File: config.mk
export PLATFORM = sky130hd
export DESIGN_NAME = afd_seq
export DESIGN_NICKNAME = d
export VERILOG_FILES = /design/src/core/afd_pkg.sv /design/src/core/afd_seq.sv
export SDC_FILE = /design/constraint.sdc
export NUM_CORES = 1
export LEC_CHECK = 0
export ABC_AREA = 0
export BUFFER_PORTS_ARGS = -buffer_cell sky130_fd_sc_hd__clkbuf_2
export CELL_PAD_IN_SITES_DETAIL_PLACEMENT = 0
export CELL_PAD_IN_SITES_GLOBAL_PLACEMENT = 1
export CORE_ASPECT_RATIO = 0.5
export CORE_MARGIN = 10
export CORE_UTILIZATION = 40
export CTS_BUF_LIST = sky130_fd_sc_hd__clkbuf_8
export CTS_CLUSTER_DIAMETER = 30
export DETAILED_ROUTE_END_ITERATION = 16
export PLACE_DENSITY_LB_ADDON = 0.25
export SETUP_SLACK_MARGIN = 0.4
export SLEW_MARGIN = 0
export SYNTH_ARGS = -nofsm -noshare
export SYNTH_HDL_FRONTEND = slang
export SYNTH_SLANG_ARGS = --single-unit
File: constraint.sdc
create_clock -name CLK_SYS_I -period 3.5 [get_ports CLK_SYS_I]
set_clock_uncertainty 0.05 [all_clocks]
set_input_delay 0.35 -clock CLK_SYS_I [delete_from_list [all_inputs] [get_ports CLK_SYS_I]]
set_output_delay 0.35 -clock CLK_SYS_I [all_outputs]
set_load 0.01 [all_outputs]
File: src/core/afd_pkg.sv
// Constants shared by the amplifier fault diagnostic sequencer.
// Assumes a 250 MHz system clock and analog comparators outside this logic.
//
// Function
// - Flag offset fault when a channel's DC offset exceeds 2 V magnitude.
// - Offset test runs from previous read or offset-enable set, until current read.
// - Report offset only if excess persisted through the whole test interval.
// - Short-circuit protection during a test suppresses offset and AC load results.
// - AC load diagnostic active only while second byte bit D2 is 1.
// - Second byte D7 picks threshold pair 500/250 or 250/125 mApk.
// - Tweeter present only after 3 pulses above threshold, else open tweeter.
// - Coexisting faults: report at least one first, others on later reads.
// - Short to ground or supply outranks across-load and open; both shorts report together.
// - Permanent diagnostic never reports open load; only turn-on cycle does.
// - A fault is reported only if stable for the whole measurement period.
// - Every read re-arms all cycles and returns the preceding cycle's data; the code re-arms a channel only in ST_DONE and turn-on only after its count.
// - Three distinct thermal warnings appear in the readable diagnostic data.
// - With second byte D5 set, mute transition completes within 1.5 ms.
// - First byte D6 enables diagnostics when 1, disables when 0.
// - Overload persisting at 1 ms check starts a 100 ms permanent cycle.
package afd_pkg;
  localparam int unsigned CLK_MHZ = 250;
  localparam int unsigned CHECK_US = 1000;
  localparam int unsigned PERM_MS = 100;
  localparam int unsigned TURNON_MS = 100;
  localparam int unsigned FAST_MUTE_US = 1500;
  localparam int unsigned NORM_MUTE_US = 20000;
  localparam int unsigned CHECK_CYC = CHECK_US * CLK_MHZ;
  localparam int unsigned PERM_CYC = PERM_MS * 1000 * CLK_MHZ;
  localparam int unsigned TURNON_CYC = TURNON_MS * 1000 * CLK_MHZ;
  localparam int unsigned FAST_MUTE_CYC = FAST_MUTE_US * CLK_MHZ - 1;
  localparam int unsigned NORM_MUTE_CYC = NORM_MUTE_US * CLK_MHZ;
  localparam int unsigned AC_PULSES_MIN = 3;
  // Instruction byte bit positions
  localparam int unsigned B1_DIAG_EN = 6;
  localparam int unsigned B1_OFS_EN = 5;
  localparam int unsigned B2_AC_LOW_TH = 7;
  localparam int unsigned B2_FAST_MUTE = 5;
  localparam int unsigned B2_AC_EN = 2;
  // Per-channel result byte layout
  localparam int unsigned RB_SGND = 0;
  localparam int unsigned RB_SVS = 1;
  localparam int unsigned RB_SACR = 2;
  localparam int unsigned RB_OPEN = 3;
  localparam int unsigned RB_OFS = 4;
  localparam int unsigned RB_TWOPEN = 5;
  localparam int unsigned RB_TURNON = 6;
  localparam logic [7:0] RES_RST = 8'h00;
  typedef enum logic [3:0] {
    ST_IDLE = 4'b0001,
    ST_CHECK = 4'b0010,
    ST_DIAG = 4'b0100,
    ST_DONE = 4'b1000
  } afd_chan_t;
endpackage : afd_pkg

File: src/core/afd_seq.sv
// Diagnostic sequencer and result latch for a four-channel amplifier.
// Assumes raw fault comparators and overload flags arrive asynchronously;
// the I2C framing sits outside and pulses READ_START_I at each read.
`timescale 1ns/1ps
`default_nettype none
module afd_seq #(
  parameter int unsigned N_CH = 4,
  parameter int unsigned CHECK_CYC = afd_pkg::CHECK_CYC,
  parameter int unsigned PERM_CYC = afd_pkg::PERM_CYC,
  parameter int unsigned TURNON_CYC = afd_pkg::TURNON_CYC,
  parameter int unsigned NORM_MUTE_CYC = afd_pkg::NORM_MUTE_CYC,
  parameter int unsigned FAST_MUTE_CYC = afd_pkg::FAST_MUTE_CYC
) (
  // Clock and reset
  input wire logic CLK_SYS_I,
  input wire logic RST_I,
  // Instruction bytes written by the host
  input wire logic [7:0] FIRST_INSTRUCTION_BYTE_I,
  input wire logic [7:0] SECOND_INSTRUCTION_BYTE_I,
  // Host read start (one cycle, from the I2C slave)
  input wire logic READ_START_I,
  // Turn-on diagnostic request (standby out with diag enable)
  input wire logic TURNON_REQ_I,
  // Raw analog comparator outputs, one bit per channel; thermal warnings are three shared bits
  input wire logic [N_CH-1:0] SHORT_GND_I,
  input wire logic [N_CH-1:0] SHORT_VS_I,
  input wire logic [N_CH-1:0] SHORT_ACROSS_I,
  input wire logic [N_CH-1:0] OPEN_LOAD_I,
  input wire logic [N_CH-1:0] OFFSET_HI_I,
  input wire logic [N_CH-1:0] OVERLOAD_I,
  input wire logic [N_CH-1:0] AC_PULSE_HI_I,
  input wire logic [N_CH-1:0] AC_PULSE_LO_I,
  input wire logic [2:0] THERMAL_WARN_I,
  // Mute request, AC threshold select and mute done
  input wire logic MUTE_REQ_I,
  output logic AC_LOW_TH_O,
  output logic MUTE_DONE_O,
  // Result bytes, held from the last read snapshot
  output logic [8*N_CH-1:0] RESULT_O,
  output logic [2:0] THERMAL_O
);
  localparam int unsigned MW = 32;
  localparam logic [1:0] AC_PULSES_MIN_W = 2'(afd_pkg::AC_PULSES_MIN);
  logic [N_CH-1:0] gnd_m, gnd_s, vs_m, vs_s, acr_m, acr_s, opn_m, opn_s;
  logic [N_CH-1:0] ofs_m, ofs_s, ovl_m, ovl_s, aph_m, aph_s, apl_m, apl_s;
  logic [2:0] thw_m, thw_s;
  logic mute_m, mute_s;
  logic diag_en, ofs_en, ac_en, fast_mute, ac_low;
  logic ofs_en_q;
  logic turnon_q;
  logic [N_CH-1:0] ofs_ok_q, scp_q, sgnd_st_q, svs_st_q, sacr_st_q, opn_st_q;
  logic [N_CH-1:0] perm_done_q;
  logic [1:0] pcnt_q [N_CH];
  logic [MW-1:0] turnon_cnt_q;
  logic [MW-1:0] mute_cnt_q;
  logic [8*N_CH-1:0] live, result_q;
  logic [2:0] therm_q;
  logic mute_done_q;

  // ****************************************************************
  // Input synchronisers
  // ****************************************************************
  always_ff @(posedge CLK_SYS_I) begin
    gnd_m <= SHORT_GND_I;
    gnd_s <= gnd_m;
    vs_m <= SHORT_VS_I;
    vs_s <= vs_m;
    acr_m <= SHORT_ACROSS_I;
    acr_s <= acr_m;
    opn_m <= OPEN_LOAD_I;
    opn_s <= opn_m;
    ofs_m <= OFFSET_HI_I;
    ofs_s <= ofs_m;
    ovl_m <= OVERLOAD_I;
    ovl_s <= ovl_m;
    aph_m <= AC_PULSE_HI_I;
    aph_s <= aph_m;
    apl_m <= AC_PULSE_LO_I;
    apl_s <= apl_m;
    thw_m <= THERMAL_WARN_I;
    thw_s <= thw_m;
    mute_m <= MUTE_REQ_I;
    mute_s <= mute_m;
  end

  // ****************************************************************
  // Instruction decode
  // ****************************************************************
  assign diag_en = FIRST_INSTRUCTION_BYTE_I[afd_pkg::B1_DIAG_EN];
  assign ofs_en = FIRST_INSTRUCTION_BYTE_I[afd_pkg::B1_OFS_EN];
  assign ac_en = SECOND_INSTRUCTION_BYTE_I[afd_pkg::B2_AC_EN];
  assign fast_mute = SECOND_INSTRUCTION_BYTE_I[afd_pkg::B2_FAST_MUTE];
  assign ac_low = SECOND_INSTRUCTION_BYTE_I[afd_pkg::B2_AC_LOW_TH];
  // Analog comparator picks 250/125 mApk pair when high, else 500/250
  assign AC_LOW_TH_O = ac_low;

  // ****************************************************************
  // Turn-on cycle timer
  // ****************************************************************
  // Open load is only trusted during the turn-on pulse window
  always_ff @(posedge CLK_SYS_I) begin
    if (RST_I) begin
      turnon_q <= 1'b0;
      turnon_cnt_q <= '0;
    end else if (TURNON_REQ_I && diag_en) begin
      turnon_q <= 1'b1;
      turnon_cnt_q <= '0;
    end else if (turnon_q && turnon_cnt_q < TURNON_CYC[MW-1:0]) begin
      turnon_cnt_q <= turnon_cnt_q + 32'h1;
    end else if (READ_START_I) begin
      turnon_q <= 1'b0;
    end
  end

  // ****************************************************************
  // Per-channel diagnostic state
  // ****************************************************************
  logic ofs_en_rise;
  assign ofs_en_rise = ofs_en & ~ofs_en_q;
  always_ff @(posedge CLK_SYS_I) begin
    if (RST_I) ofs_en_q <= 1'b0;
    else ofs_en_q <= ofs_en;
  end

  genvar c;
  generate
    for (c = 0; c < N_CH; c++) begin : g_ch
      afd_pkg::afd_chan_t st_q;
      logic [MW-1:0] cnt_q;
      logic restart, pul, pul_q, rep;
      assign restart = READ_START_I | ofs_en_rise;
      // One count per rising edge; a long pulse must not count several times
      assign pul = ac_low ? apl_s[c] : aph_s[c];
      // Shorts are kept only once a permanent cycle has run or while a turn-on cycle is active
      assign rep = perm_done_q[c] | turnon_q;
      always_ff @(posedge CLK_SYS_I) begin
        if (RST_I) begin
          st_q <= afd_pkg::ST_IDLE;
          cnt_q <= '0;
          perm_done_q[c] <= 1'b0;
        end else begin
          case (st_q)
            afd_pkg::ST_IDLE: begin
              cnt_q <= '0;
              if (diag_en && ovl_s[c]) st_q <= afd_pkg::ST_CHECK;
            end
            afd_pkg::ST_CHECK: begin
              cnt_q <= cnt_q + 32'h1;
              if (cnt_q >= CHECK_CYC[MW-1:0] - 32'h1) begin
                cnt_q <= '0;
                st_q <= ovl_s[c] ? afd_pkg::ST_DIAG : afd_pkg::ST_IDLE;
              end
            end
            afd_pkg::ST_DIAG: begin
              cnt_q <= cnt_q + 32'h1;
              if (cnt_q >= PERM_CYC[MW-1:0] - 32'h1) begin
                st_q <= afd_pkg::ST_DONE;
                perm_done_q[c] <= 1'b1;
              end
            end
            afd_pkg::ST_DONE: begin
              // Next cycle only after a read re-arms
              if (READ_START_I) begin
                st_q <= afd_pkg::ST_IDLE;
                perm_done_q[c] <= 1'b0;
              end
            end
            default: st_q <= afd_pkg::ST_IDLE;
          endcase
        end
      end

      // Stability trackers: true only if held since the last restart; scp_q sets on any overload since then
      always_ff @(posedge CLK_SYS_I) begin
        if (RST_I) begin
          ofs_ok_q[c] <= 1'b0;
          scp_q[c] <= 1'b0;
          sgnd_st_q[c] <= 1'b0;
          svs_st_q[c] <= 1'b0;
          sacr_st_q[c] <= 1'b0;
          opn_st_q[c] <= 1'b0;
          pcnt_q[c] <= 2'h0;
        end else if (restart) begin
          ofs_ok_q[c] <= ofs_en;
          scp_q[c] <= ovl_s[c];
          sgnd_st_q[c] <= diag_en;
          svs_st_q[c] <= diag_en;
          sacr_st_q[c] <= diag_en;
          opn_st_q[c] <= diag_en;
          pcnt_q[c] <= 2'h0;
        end else begin
          ofs_ok_q[c] <= ofs_ok_q[c] & ofs_s[c] & ofs_en;
          scp_q[c] <= scp_q[c] | ovl_s[c];
          sgnd_st_q[c] <= sgnd_st_q[c] & gnd_s[c];
          svs_st_q[c] <= svs_st_q[c] & vs_s[c];
          sacr_st_q[c] <= sacr_st_q[c] & acr_s[c];
          opn_st_q[c] <= opn_st_q[c] & opn_s[c] & turnon_q;
          if (ac_en && pul && !pul_q && pcnt_q[c] != 2'h3)
            pcnt_q[c] <= pcnt_q[c] + 2'h1;
        end
      end

      always_ff @(posedge CLK_SYS_I) begin
        if (RST_I) pul_q <= 1'b0;
        else pul_q <= pul;
      end

      // Ranking: shorts mask across-load and open; both shorts coexist
      logic hi_pri, twopen;
      assign hi_pri = sgnd_st_q[c] | svs_st_q[c];
      assign twopen = ac_en & ~scp_q[c] & (pcnt_q[c] < AC_PULSES_MIN_W);
      assign live[8*c +: 8] = {
        1'b0,
        turnon_q,
        twopen,
        ofs_ok_q[c] & ~scp_q[c],
        opn_st_q[c] & ~hi_pri & ~sacr_st_q[c] & turnon_q,
        sacr_st_q[c] & ~hi_pri & rep,
        svs_st_q[c] & rep,
        sgnd_st_q[c] & rep
      };
    end
  endgenerate

  // ****************************************************************
  // Result snapshot at read start
  // ****************************************************************
  // Whole-vector capture keeps all bytes of one read consistent
  always_ff @(posedge CLK_SYS_I) begin
    if (RST_I) begin
      result_q <= {N_CH{afd_pkg::RES_RST}};
      therm_q <= 3'h0;
    end else if (READ_START_I) begin
      result_q <= live;
      therm_q <= thw_s;
    end
  end
  assign RESULT_O = result_q;
  assign THERMAL_O = therm_q;

  // ****************************************************************
  // Mute timer
  // ****************************************************************
  // Fast mute bounds the ramp so it ends before 1.5 ms
  always_ff @(posedge CLK_SYS_I) begin
    if (RST_I) begin
      mute_cnt_q <= '0;
      mute_done_q <= 1'b0;
    end else if (!mute_s) begin
      mute_cnt_q <= '0;
      mute_done_q <= 1'b0;
    end else if (!mute_done_q) begin
      mute_cnt_q <= mute_cnt_q + 32'h1;
      if (mute_cnt_q >= (fast_mute ? FAST_MUTE_CYC[MW-1:0] - 32'h3 : NORM_MUTE_CYC[MW-1:0]))
        mute_done_q <= 1'b1;
    end
  end
  assign MUTE_DONE_O = mute_done_q;
endmodule : afd_seq
`default_nettype wire

After elaboration in Yosys (flattened, before gate mapping)
Memory sizes are Yosys's and may differ from the RTL's.
Index checks and enable logic that the tools add are counted.
Widths: inputs -> output; s select.
{"block": "word_totals", "ff_bits": 346, "latchBits": 0, "ramBits": 8, "rom_bits": 0, "input_bits": 56, "out_inout_bits": 37, "wordCells": 375, "mem_count": 1}
{"block": "classes", "addsub": 10, "mul": 0, "div_mod_pow": 0, "n_lt_le_gt_ge": 14, "n_eq_ne": 37, "n_shift": 0, "mux": 100, "bitwise": 104, "reduce_logical": 42}
{"memory": "pcnt_q", "depth": 4, "word_bits": 2, "rd": 4, "rd_clocked_by_memory_dff": 0, "write_ports": 4, "line": "afd_seq.sv:53", "rtl": "logic [1:0] pcnt_q [N_CH];"}
{"operator": "$pmux 32 s3", "count": 4}
{"operator": "$add 32x1->32 const B", "count": 6}
{"operator": "$ge 32x18->1 const B", "count": 4}
{"operator": "$ge 32x25->1 const B", "count": 4}
{"operator": "$mux 32", "count": 4}
{"operator": "$and 1x1->1", "count": 69}
{"operator": "$pmux 4 s4", "count": 4}
{"operator": "$mux 1", "count": 58}
{"operator": "$mux 4", "count": 13}
{"operator": "$ne 2x2->1 const B", "count": 21}
{"operator": "$ge 32x23->1", "count": 1}
{"operator": "$lt 32x25->1 const B", "count": 1}
{"operator": "$mux 23", "count": 1}
{"operator": "$or 1x1->1", "count": 21}
{"operator": "$logic_and 1x1->1", "count": 18}
{"operator": "$eq 4x1->1 const B", "count": 4}
{"operator": "$eq 4x2->1 const B", "count": 4}
{"operator": "$eq 4x3->1 const B", "count": 4}
{"operator": "$eq 4x4->1 const B", "count": 4}
{"operator": "$mux 2", "count": 8}
{"operator": "$reduce_and 4->1", "count": 4}
{"operator": "$not 1->1", "count": 14}
{"operator": "$mux 3", "count": 4}
{"operator": "$reduce_and 3->1", "count": 4}
{"operator": "other kinds (8)", "count": 28}

Depth between registers and ports, before layout
Gate-level depths: netlist of run 1.
{"block": "logic_depth", "word_depth": 9, "depth_mapped": 8}

Worst setup path before layout of run 1
OpenSTA, ideal clock, no wires.
{"block": "synth_path", "path_kind": "register -> register", "start": "reg g_ch[1].cnt_q[4]", "end": "reg g_ch[1].cnt_q[29]", "setup_time_ns": 0.068, "arrival_ns": 2.064, "slack_ns": 1.318, "stages_incl_launch_ff": 7, "path_buffers": 1, "path_cell_list": "dfxtp_1 nand4_4 or4_4 or2_0 buf_6 or4_4 a21oi_2"}
{"block": "synth_between", "elab_chain_len": 3, "word_cells_on_any_way": 4}
{"item": "start, declared", "line": "afd_seq.sv:129", "rtl": "logic [MW-1:0] cnt_q;"}
{"item": "start signal, assigned", "line": "afd_seq.sv:148", "rtl": "cnt_q <= cnt_q + 32'h1;"}
{"item": "start signal, assigned", "line": "afd_seq.sv:155", "rtl": "cnt_q <= cnt_q + 32'h1;"}
{"item": "$add 32x1->32 / $ge 32x18->1 (equally long branches)", "line": "afd_seq.sv:148, afd_seq.sv:155, afd_seq.sv:149"}
{"item": "$mux 32", "line": "afd_seq.sv:149", "rtl": "if (cnt_q >= CHECK_CYC[MW-1:0] - 32'h1) begin"}
{"item": "$pmux 32 s3 (*)", "line": "afd_seq.sv:142", "rtl": "case (st_q)"}
Mark *: on every way between the ends. The rest lies on a longest branch, timed or not.
A chain may end at the register's enable or synchronous reset.

Worst setup path after layout of run 1
{"block": "layout_path", "start": "reg turnon_q", "end": "reg turnon_cnt_q[12]"}
{"block": "layout_between", "elab_chain_len": 1}
{"item": "start, declared", "line": "afd_seq.sv:50", "rtl": "logic turnon_q;"}
{"item": "start signal, assigned", "line": "afd_seq.sv:103", "rtl": "turnon_q <= 1'b0;"}
{"item": "start signal, assigned", "line": "afd_seq.sv:106", "rtl": "turnon_q <= 1'b1;"}
{"item": "start signal, assigned", "line": "afd_seq.sv:111", "rtl": "turnon_q <= 1'b0;"}
{"item": "$logic_and 1x1->1", "line": "afd_seq.sv:108", "rtl": "end else if (turnon_q && turnon_cnt_q < TURNON_CYC[MW-1:0]) begin"}
{"item": "end signal, assigned", "line": "afd_seq.sv:109", "rtl": "turnon_cnt_q <= turnon_cnt_q + 32'h1;"}
{"item": "end, declared", "line": "afd_seq.sv:54", "rtl": "logic [MW-1:0] turnon_cnt_q;"}
No other way between the ends.

==> flow_metrics.env, run 1 <==
export IMPL_layout_commonest_cell="dfxtp_1"
export IMPL_p_leak_nw=5.97
export IMPL_drv_slew=0
export IMPL_cts_tree="built"
export IMPL_hpwl_um=23100
export IMPL_cts_sinks=351
export IMPL_portBuffers=77
export IMPL_p_switching_mw=2.22
export IMPL_rsz0062_at_grt="no"
export IMPL_grt_max_degree=57
export IMPL_tns_ns=0
export IMPL_cts_repair_resized=0
export IMPL_die_h_um=156
export IMPL_grt_total_usage_pct=14.8
export IMPL_vdd_drop_max_mv=0.378
export IMPL_drt_iter0_drc=788
export IMPL_worst_pin_slew_ns=1.17
export IMPL_slowest_stage="dfxtp_1"
export IMPL_place_ws_ns=0.867
export IMPL_gp_congestion=0.788
export IMPL_ys_warnings_count=0
export IMPL_antenna_found_initial=0
export IMPL_n_antenna_cell=0
export IMPL_syn_area_per_cell_um2=8.81
export IMPL_antenna_left=0
export IMPL_fin_crit_ns=2.64
export IMPL_synth_top_area_share_pct=46.2
export IMPL_maxCapViolCount=0
export IMPL_cp_end_kind="flip-flop"
export IMPL_n_fill_cell=3484
export IMPL_hold_path_class="input port to flip-flop"
export IMPL_sequentialPowerShare_pct=49.1
export IMPL_finalSetupViolations=0
export IMPL_synth_area_leader_cell="dfxtp_1"
export IMPL_cp_arrival_ns=3.09
export IMPL_switching_share_pct=26.0
export IMPL_crit_chain="nor4b_1 -> nand3_1 -> a221o_1 -> buf_4 -> or4_1 -> a21oi_1"
export IMPL_synth_edf_count=8
export IMPL_ios=93
export IMPL_p_int_mw=6.32
export IMPL_post_route_drc_count=0
export IMPL_max_stage_delay_ns=0.58
export IMPL_grt_pass1_vias=12000
export IMPL_ys_types=69
export IMPL_crit_path_start_kind="flip-flop"
export IMPL_clockRootBuffer="clkbuf_8"
export IMPL_wire_per_inst_um=14.9
export IMPL_start_util_pct=41.0
export IMPL_die_area_mm2=0.0457
export IMPL_area_delta_synth_final_pct=15.9
export IMPL_syn_area_mm2=0.0149
export IMPL_clk_latency_ns=0.64
export IMPL_fmax_mhz=379
export IMPL_finalNonFillerCells=2317
export IMPL_worst_slack_ns=0.865
export IMPL_core_area_mm2=0.0363
export IMPL_mostFrequentLayoutCells="dfxtp_1, nor2_1, nand2_1"
export IMPL_ctsHoldBuffers=38
export IMPL_grt_first_pass_wirelength_um=58300
export IMPL_async_flop_share_pct=0
export IMPL_worstSetupPathType="flip-flop to flip-flop"
export IMPL_crit_path_max_fanout=34
export IMPL_outcome="completed"
export IMPL_place_inst=2176
export IMPL_nets=1867
export IMPL_synthCells=1688
export IMPL_slew_headroom_pct=22.3
export IMPL_cts_max_level=2
export IMPL_overflow=0
export IMPL_fin_crit_sh_pct=75.3
export IMPL_clk_pin_slew_ns=0.06
export IMPL_fp_row_count=49
export IMPL_cts_setup_buffers=0
export IMPL_worstPathRequired_ns=3.96
export IMPL_power_density_mw_per_mm2=496
export IMPL_numCtsBuffers=56
export IMPL_comb_power_share_pct=7.0
export IMPL_vias=12200
export IMPL_synthFlopType="dfxtp_1"
export IMPL_chipWidth_um=293
export IMPL_clkPwrFrac_pct=43.8
export IMPL_post_drt_via_cell_ratio=5.27
export IMPL_wl_um=34600
export IMPL_finish_utilization_pct=47.5
export IMPL_ys_ff_latch=351
export IMPL_cts_buffer_depth=3
export IMPL_drive_gt1_share_pct=11.9
export IMPL_hold_viol=0
export IMPL_p_total_mw=8.54
export IMPL_drtPass1Iterations=5
export IMPL_synth_seq_area_share_pct=47.8
export IMPL_synth_top_cells_by_area="dfxtp_1, xnor2_1, nor2_1, nand2_1, nor4_1"
state kept, by name, indices dropped and copies added, names as in the netlist, 8 cells and up:
signal,count
g_ch.cnt_q,128
g_ch.st_q,16
RESULT_O,25
turnon_cnt_q,32
mute_cnt_q,32
pcnt_q,8
worst max-delay path, delay by kind of cell, from the launching register on:
family | cells | cell delay [ns]
compound gates | 2 | 0.62
buf+inv | 1 | 0.31
flops | 1 | 0.58
simple gates | 3 | 0.99
synthesized netlist by cell type (all sizes together) (4+ instances only):
library cell,n
a31oi,4
and3,25
o21ai,32
or4,18
dfxtp,343
and4,26
nor4,69
nand3b,7
buf,15
o211ai,12
xnor2,124
inv,42
a31o,15
or2,6
nor2,231
o21bai,4
nor4b,11
xor2,31
nand4b,8
nand2b,5
a21oi,78
edfxtp,8
o21a,4
o31ai,10
nor3b,6
nand3,79
nor3,62
a41o,4
clkbuf,79
nor2b,4
mux2i,12
and2,19
nand4,53
nand2,154
ha,23
or3,17
layer usage:
metal / track usage, % / vias to the layer above / share of wire (%)
met2: 26.4 / 187 / 49
met1: 17.8 / 5807 / 45
li1: - / 6168 / -
met5: 0 / - / 0
met3: 2.88 / 60 / 3.7
met4: 4.59 / 0 / 2.1
power by group through the flow:
| stage | sequential, mW | clock (mW) | combinational [mW] |
|---|---|---|---|
| final | 4.20 | 3.75 | 0.600 |
| after global routing | 4.21 | 4.06 | 0.663 |
| after CTS | 4.20 | 3.87 | 0.604 |
| after detailed placement | 4.29 | 0 | 0.567 |
| after global placement | 4.28 | 0 | 0.552 |
| after floorplan | 4.25 | 0 | 0.409 |
final cells by class:
| cell class | instances | area, µm² | area share, % |
|---|---|---|---|
| Clock inverter | 40 | 345 | 2.00 |
| Clock buffer | 63 | 867 | 5.03 |
| Sequential cell | 351 | 7110 | 41.3 |
| Tap cell | 484 | 606 | 3.52 |
| Inverter | 42 | 158 | 0.915 |
| Timing Repair Buffer | 133 | 901 | 5.23 |
| Multi-Input combinational cell | 1204 | 7240 | 42.0 |
final timing paths:
check                               start  slack (ns)                            end  depth (start not counted)
min          SECOND_INSTRUCTION_BYTE_I[7]        0.09       g_ch[3].pul_q$_SDFF_PP0_                          3
max reg2reg         turnon_q$_SDFFE_PP0P_        0.86  turnon_cnt_q[12]$_SDFFE_PP0P_                          6
min reg2reg               vs_m[1]$_DFF_P_        0.26                vs_s[1]$_DFF_P_                          0
max                 turnon_q$_SDFFE_PP0P_        0.86  turnon_cnt_q[12]$_SDFFE_PP0P_                          6
through the flow:
stage,cell area [µm²],hold slack [ns]
3_5_place_dp,15600,0.262
3_3_place_gp,15600,0.261
6_report,17200,0.0916
5_1_grt,17200,0.0776
4_1_cts,17200,0.0531
2_1_floorplan,14900,0.260
cells by family after synthesis:
family          Yosys count  synth area share, %
compound gates          201                 8.86
xor+xnor                155                 9.13
fa+ha+maj                23                 1.94
buf+inv                 136                 3.69
flops                   351                 47.8
mux                      12                0.808
other cells               1               0.0252
simple gates            809                 27.7
Power figures use the tool's default switching activity.
==> inputs of run 2 (changes only) <==
==> constraint.sdc (replaced) <==
create_clock -name CLK_SYS_I -period 2.2 [get_ports CLK_SYS_I]
set_clock_uncertainty 0.05 [all_clocks]
set_input_delay 0.22 -clock CLK_SYS_I [delete_from_list [all_inputs] [get_ports CLK_SYS_I]]
set_output_delay 0.22 -clock CLK_SYS_I [all_outputs]
set_load 0.01 [all_outputs]
==> run 2 against run 1 <==
Effect of this change:
- global-route usage up 1.6 points
- sequential power increased by 59%
- total power is 69% higher
- clock power up 62%
- via count up 7.3%
- setup slack lost 0.69 ns
- worst hold slack lost 0.0068 ns
- design area rose by 18%
- largest cell class unchanged
- highest routed layer unchanged
==> flow_metrics.env, run 2 (synthesis gave the netlist of run 1 again) <==
export IMPL_whs_path_depth=4
export IMPL_drtPass1Iterations=5
export IMPL_crit_path_start_kind="flip-flop"
export IMPL_mostFrequentLayoutCells="dfxtp_1, nand2_1, nor2_1"
export IMPL_place_inst=2219
export IMPL_worstSetupPathType="flip-flop to flip-flop"
export IMPL_cts_buffer_depth=3
export IMPL_fin_crit_sh_pct=91.9
export IMPL_top_regs="g_ch.cnt_q x128, mute_cnt_q x32, turnon_cnt_q x32"
export IMPL_grt_pass1_vias=13100
export IMPL_grt_max_degree=43
export IMPL_fp_row_count=49
export IMPL_numCtsBuffers=56
export IMPL_post_drt_via_cell_ratio=5.37
export IMPL_portBuffers=77
export IMPL_worst_pin_slew_ns=0.754
export IMPL_crit_path_max_fanout=8
export IMPL_met1_length_um=17800
export IMPL_power_density_mw_per_mm2=712
export IMPL_cp_end_kind="flip-flop"
export IMPL_grt_first_pass_wirelength_um=64000
export IMPL_slew_headroom_pct=49.7
export IMPL_p_leak_nw=6.94
export IMPL_drv_slew=0
export IMPL_fin_crit_ns=2.02
export IMPL_area_delta_synth_final_pct=36.2
export IMPL_clk_pin_slew_ns=0.06
export IMPL_ios=93
export IMPL_dr_max_layer_used="met4"
export IMPL_nets=1990
export IMPL_hold_path_class="input port to flip-flop"
export IMPL_start_util_pct=41.0
export IMPL_tns_ns=0
export IMPL_dr_wl_met2_um=20400
export IMPL_outcome="completed"
export IMPL_worstPathRequired_ns=2.70
export IMPL_fmax_mhz=495
export IMPL_finish_utilization_pct=55.8
export IMPL_antenna_found_initial=1
export IMPL_chipWidth_um=293
export IMPL_grt_total_usage_pct=16.4
export IMPL_regMostFlops="g_ch.cnt_q"
export IMPL_overflow=0
export IMPL_cp_arrival_ns=2.52
export IMPL_die_area_mm2=0.0457
export IMPL_clockRootBuffer="clkbuf_8"
export IMPL_maxCapViolCount=0
export IMPL_finalSetupViolations=0
export IMPL_gp_congestion=0.783
export IMPL_wl_um=40400
export IMPL_post_route_drc_count=0
export IMPL_cts_sinks=351
export IMPL_drt_iter0_drc=958
export IMPL_die_h_um=156
export IMPL_cts_tree="built"
export IMPL_ff2ff_path_depth=6
export IMPL_drive_gt1_share_pct=32.7
export IMPL_finalNonFillerCells=2444
export IMPL_wire_per_inst_um=16.5
export IMPL_vdd_drop_max_mv=0.535
export IMPL_vias=13100
export IMPL_n_fill_cell=3186
export IMPL_hpwl_um=24000
export IMPL_antenna_left=0
export IMPL_core_area_mm2=0.0363
export IMPL_clk_latency_ns=0.62
export IMPL_cts_max_level=2
export IMPL_largest_reg_flops=128
export IMPL_rsz0062_at_grt="yes"
export IMPL_dr_wl_met3_um=1530
export IMPL_p_total_mw=14.4
export IMPL_layout_commonest_cell="dfxtp_1"
export IMPL_hold_viol=0
run 2: routing by layer:
layer  up-vias  GRT usage [%]
li1       6426              -
met1      6422           19.5
met2       214           30.1
met3        56           3.16
met4         0           4.28
met5         -              0
run 2: metrics by stage:
step | setup WS, ns | hold WS [ns] | instance area [µm²]
after floorplan | 0.139 | 0.198 | 15200
after global placement | 0.123 | 0.260 | 16100
after detailed placement | 0.104 | 0.262 | 16100
after CTS | 0.159 | 0.0684 | 19000
after global routing | 0.116 | 0.0775 | 20200
final | 0.178 | 0.0848 | 20200
run 2: final cells by class:
type / count / area, µm² / share of cell area [%]
sequential: 351 / 7210 / 35.6
tap: 484 / 606 / 2.99
antenna: 1 / 2.50 / 0.0124
clock inverter: 45 / 385 / 1.90
inverter: 42 / 158 / 0.779
clock buffer: 61 / 840 / 4.15
multi-input combinational: 1207 / 8870 / 43.8
timing repair buffer: 253 / 2180 / 10.7
run 2: worst paths after layout:
check	startpoint	to	slack, ns
setup reg to reg	g_ch[3].cnt_q[0]$_SDFFE_PP0N_	g_ch[3].cnt_q[29]$_SDFFE_PP0N_	0.18
hold / removal	FIRST_INSTRUCTION_BYTE_I[6]	g_ch[1].st_q[0]$_SDFFE_PP1P_	0.08
hold reg to reg	opn_m[3]$_DFF_P_	opn_s[3]$_DFF_P_	0.27
setup / recovery	g_ch[3].cnt_q[0]$_SDFFE_PP0N_	g_ch[3].cnt_q[29]$_SDFFE_PP0N_	0.18
run 2: report_power, final:
part,internal [mW],total [mW],switching [mW]
Combinational,0.693,1.69,0.992
Sequential,6.54,6.68,0.132
Clock,3.14,6.06,2.92
Total,10.4,14.4,4.05
run 2: worst max-delay path: stages, from the launching register on:
cell,delay [ns]
dfxtp_2,0.34
ha_4,0.15
and3_4,0.17
o41a_1,0.31
a2111o_1,0.49
a31o_2,0.34
nor2_1,0.11
run 2: timing repair:
| action | in CTS | in global routing |
|---|---|---|
| gates resized for setup | 156 | 288 |
| hold buffers | 42 | 0 |
| setup endpoints to repair | 197 | 198 |
| pin swaps | 90 | 108 |
| cloned | 14 | 4 |
| setup buffers | 46 | 12 |
| endpoints found under the hold margin | 55 | 0 |
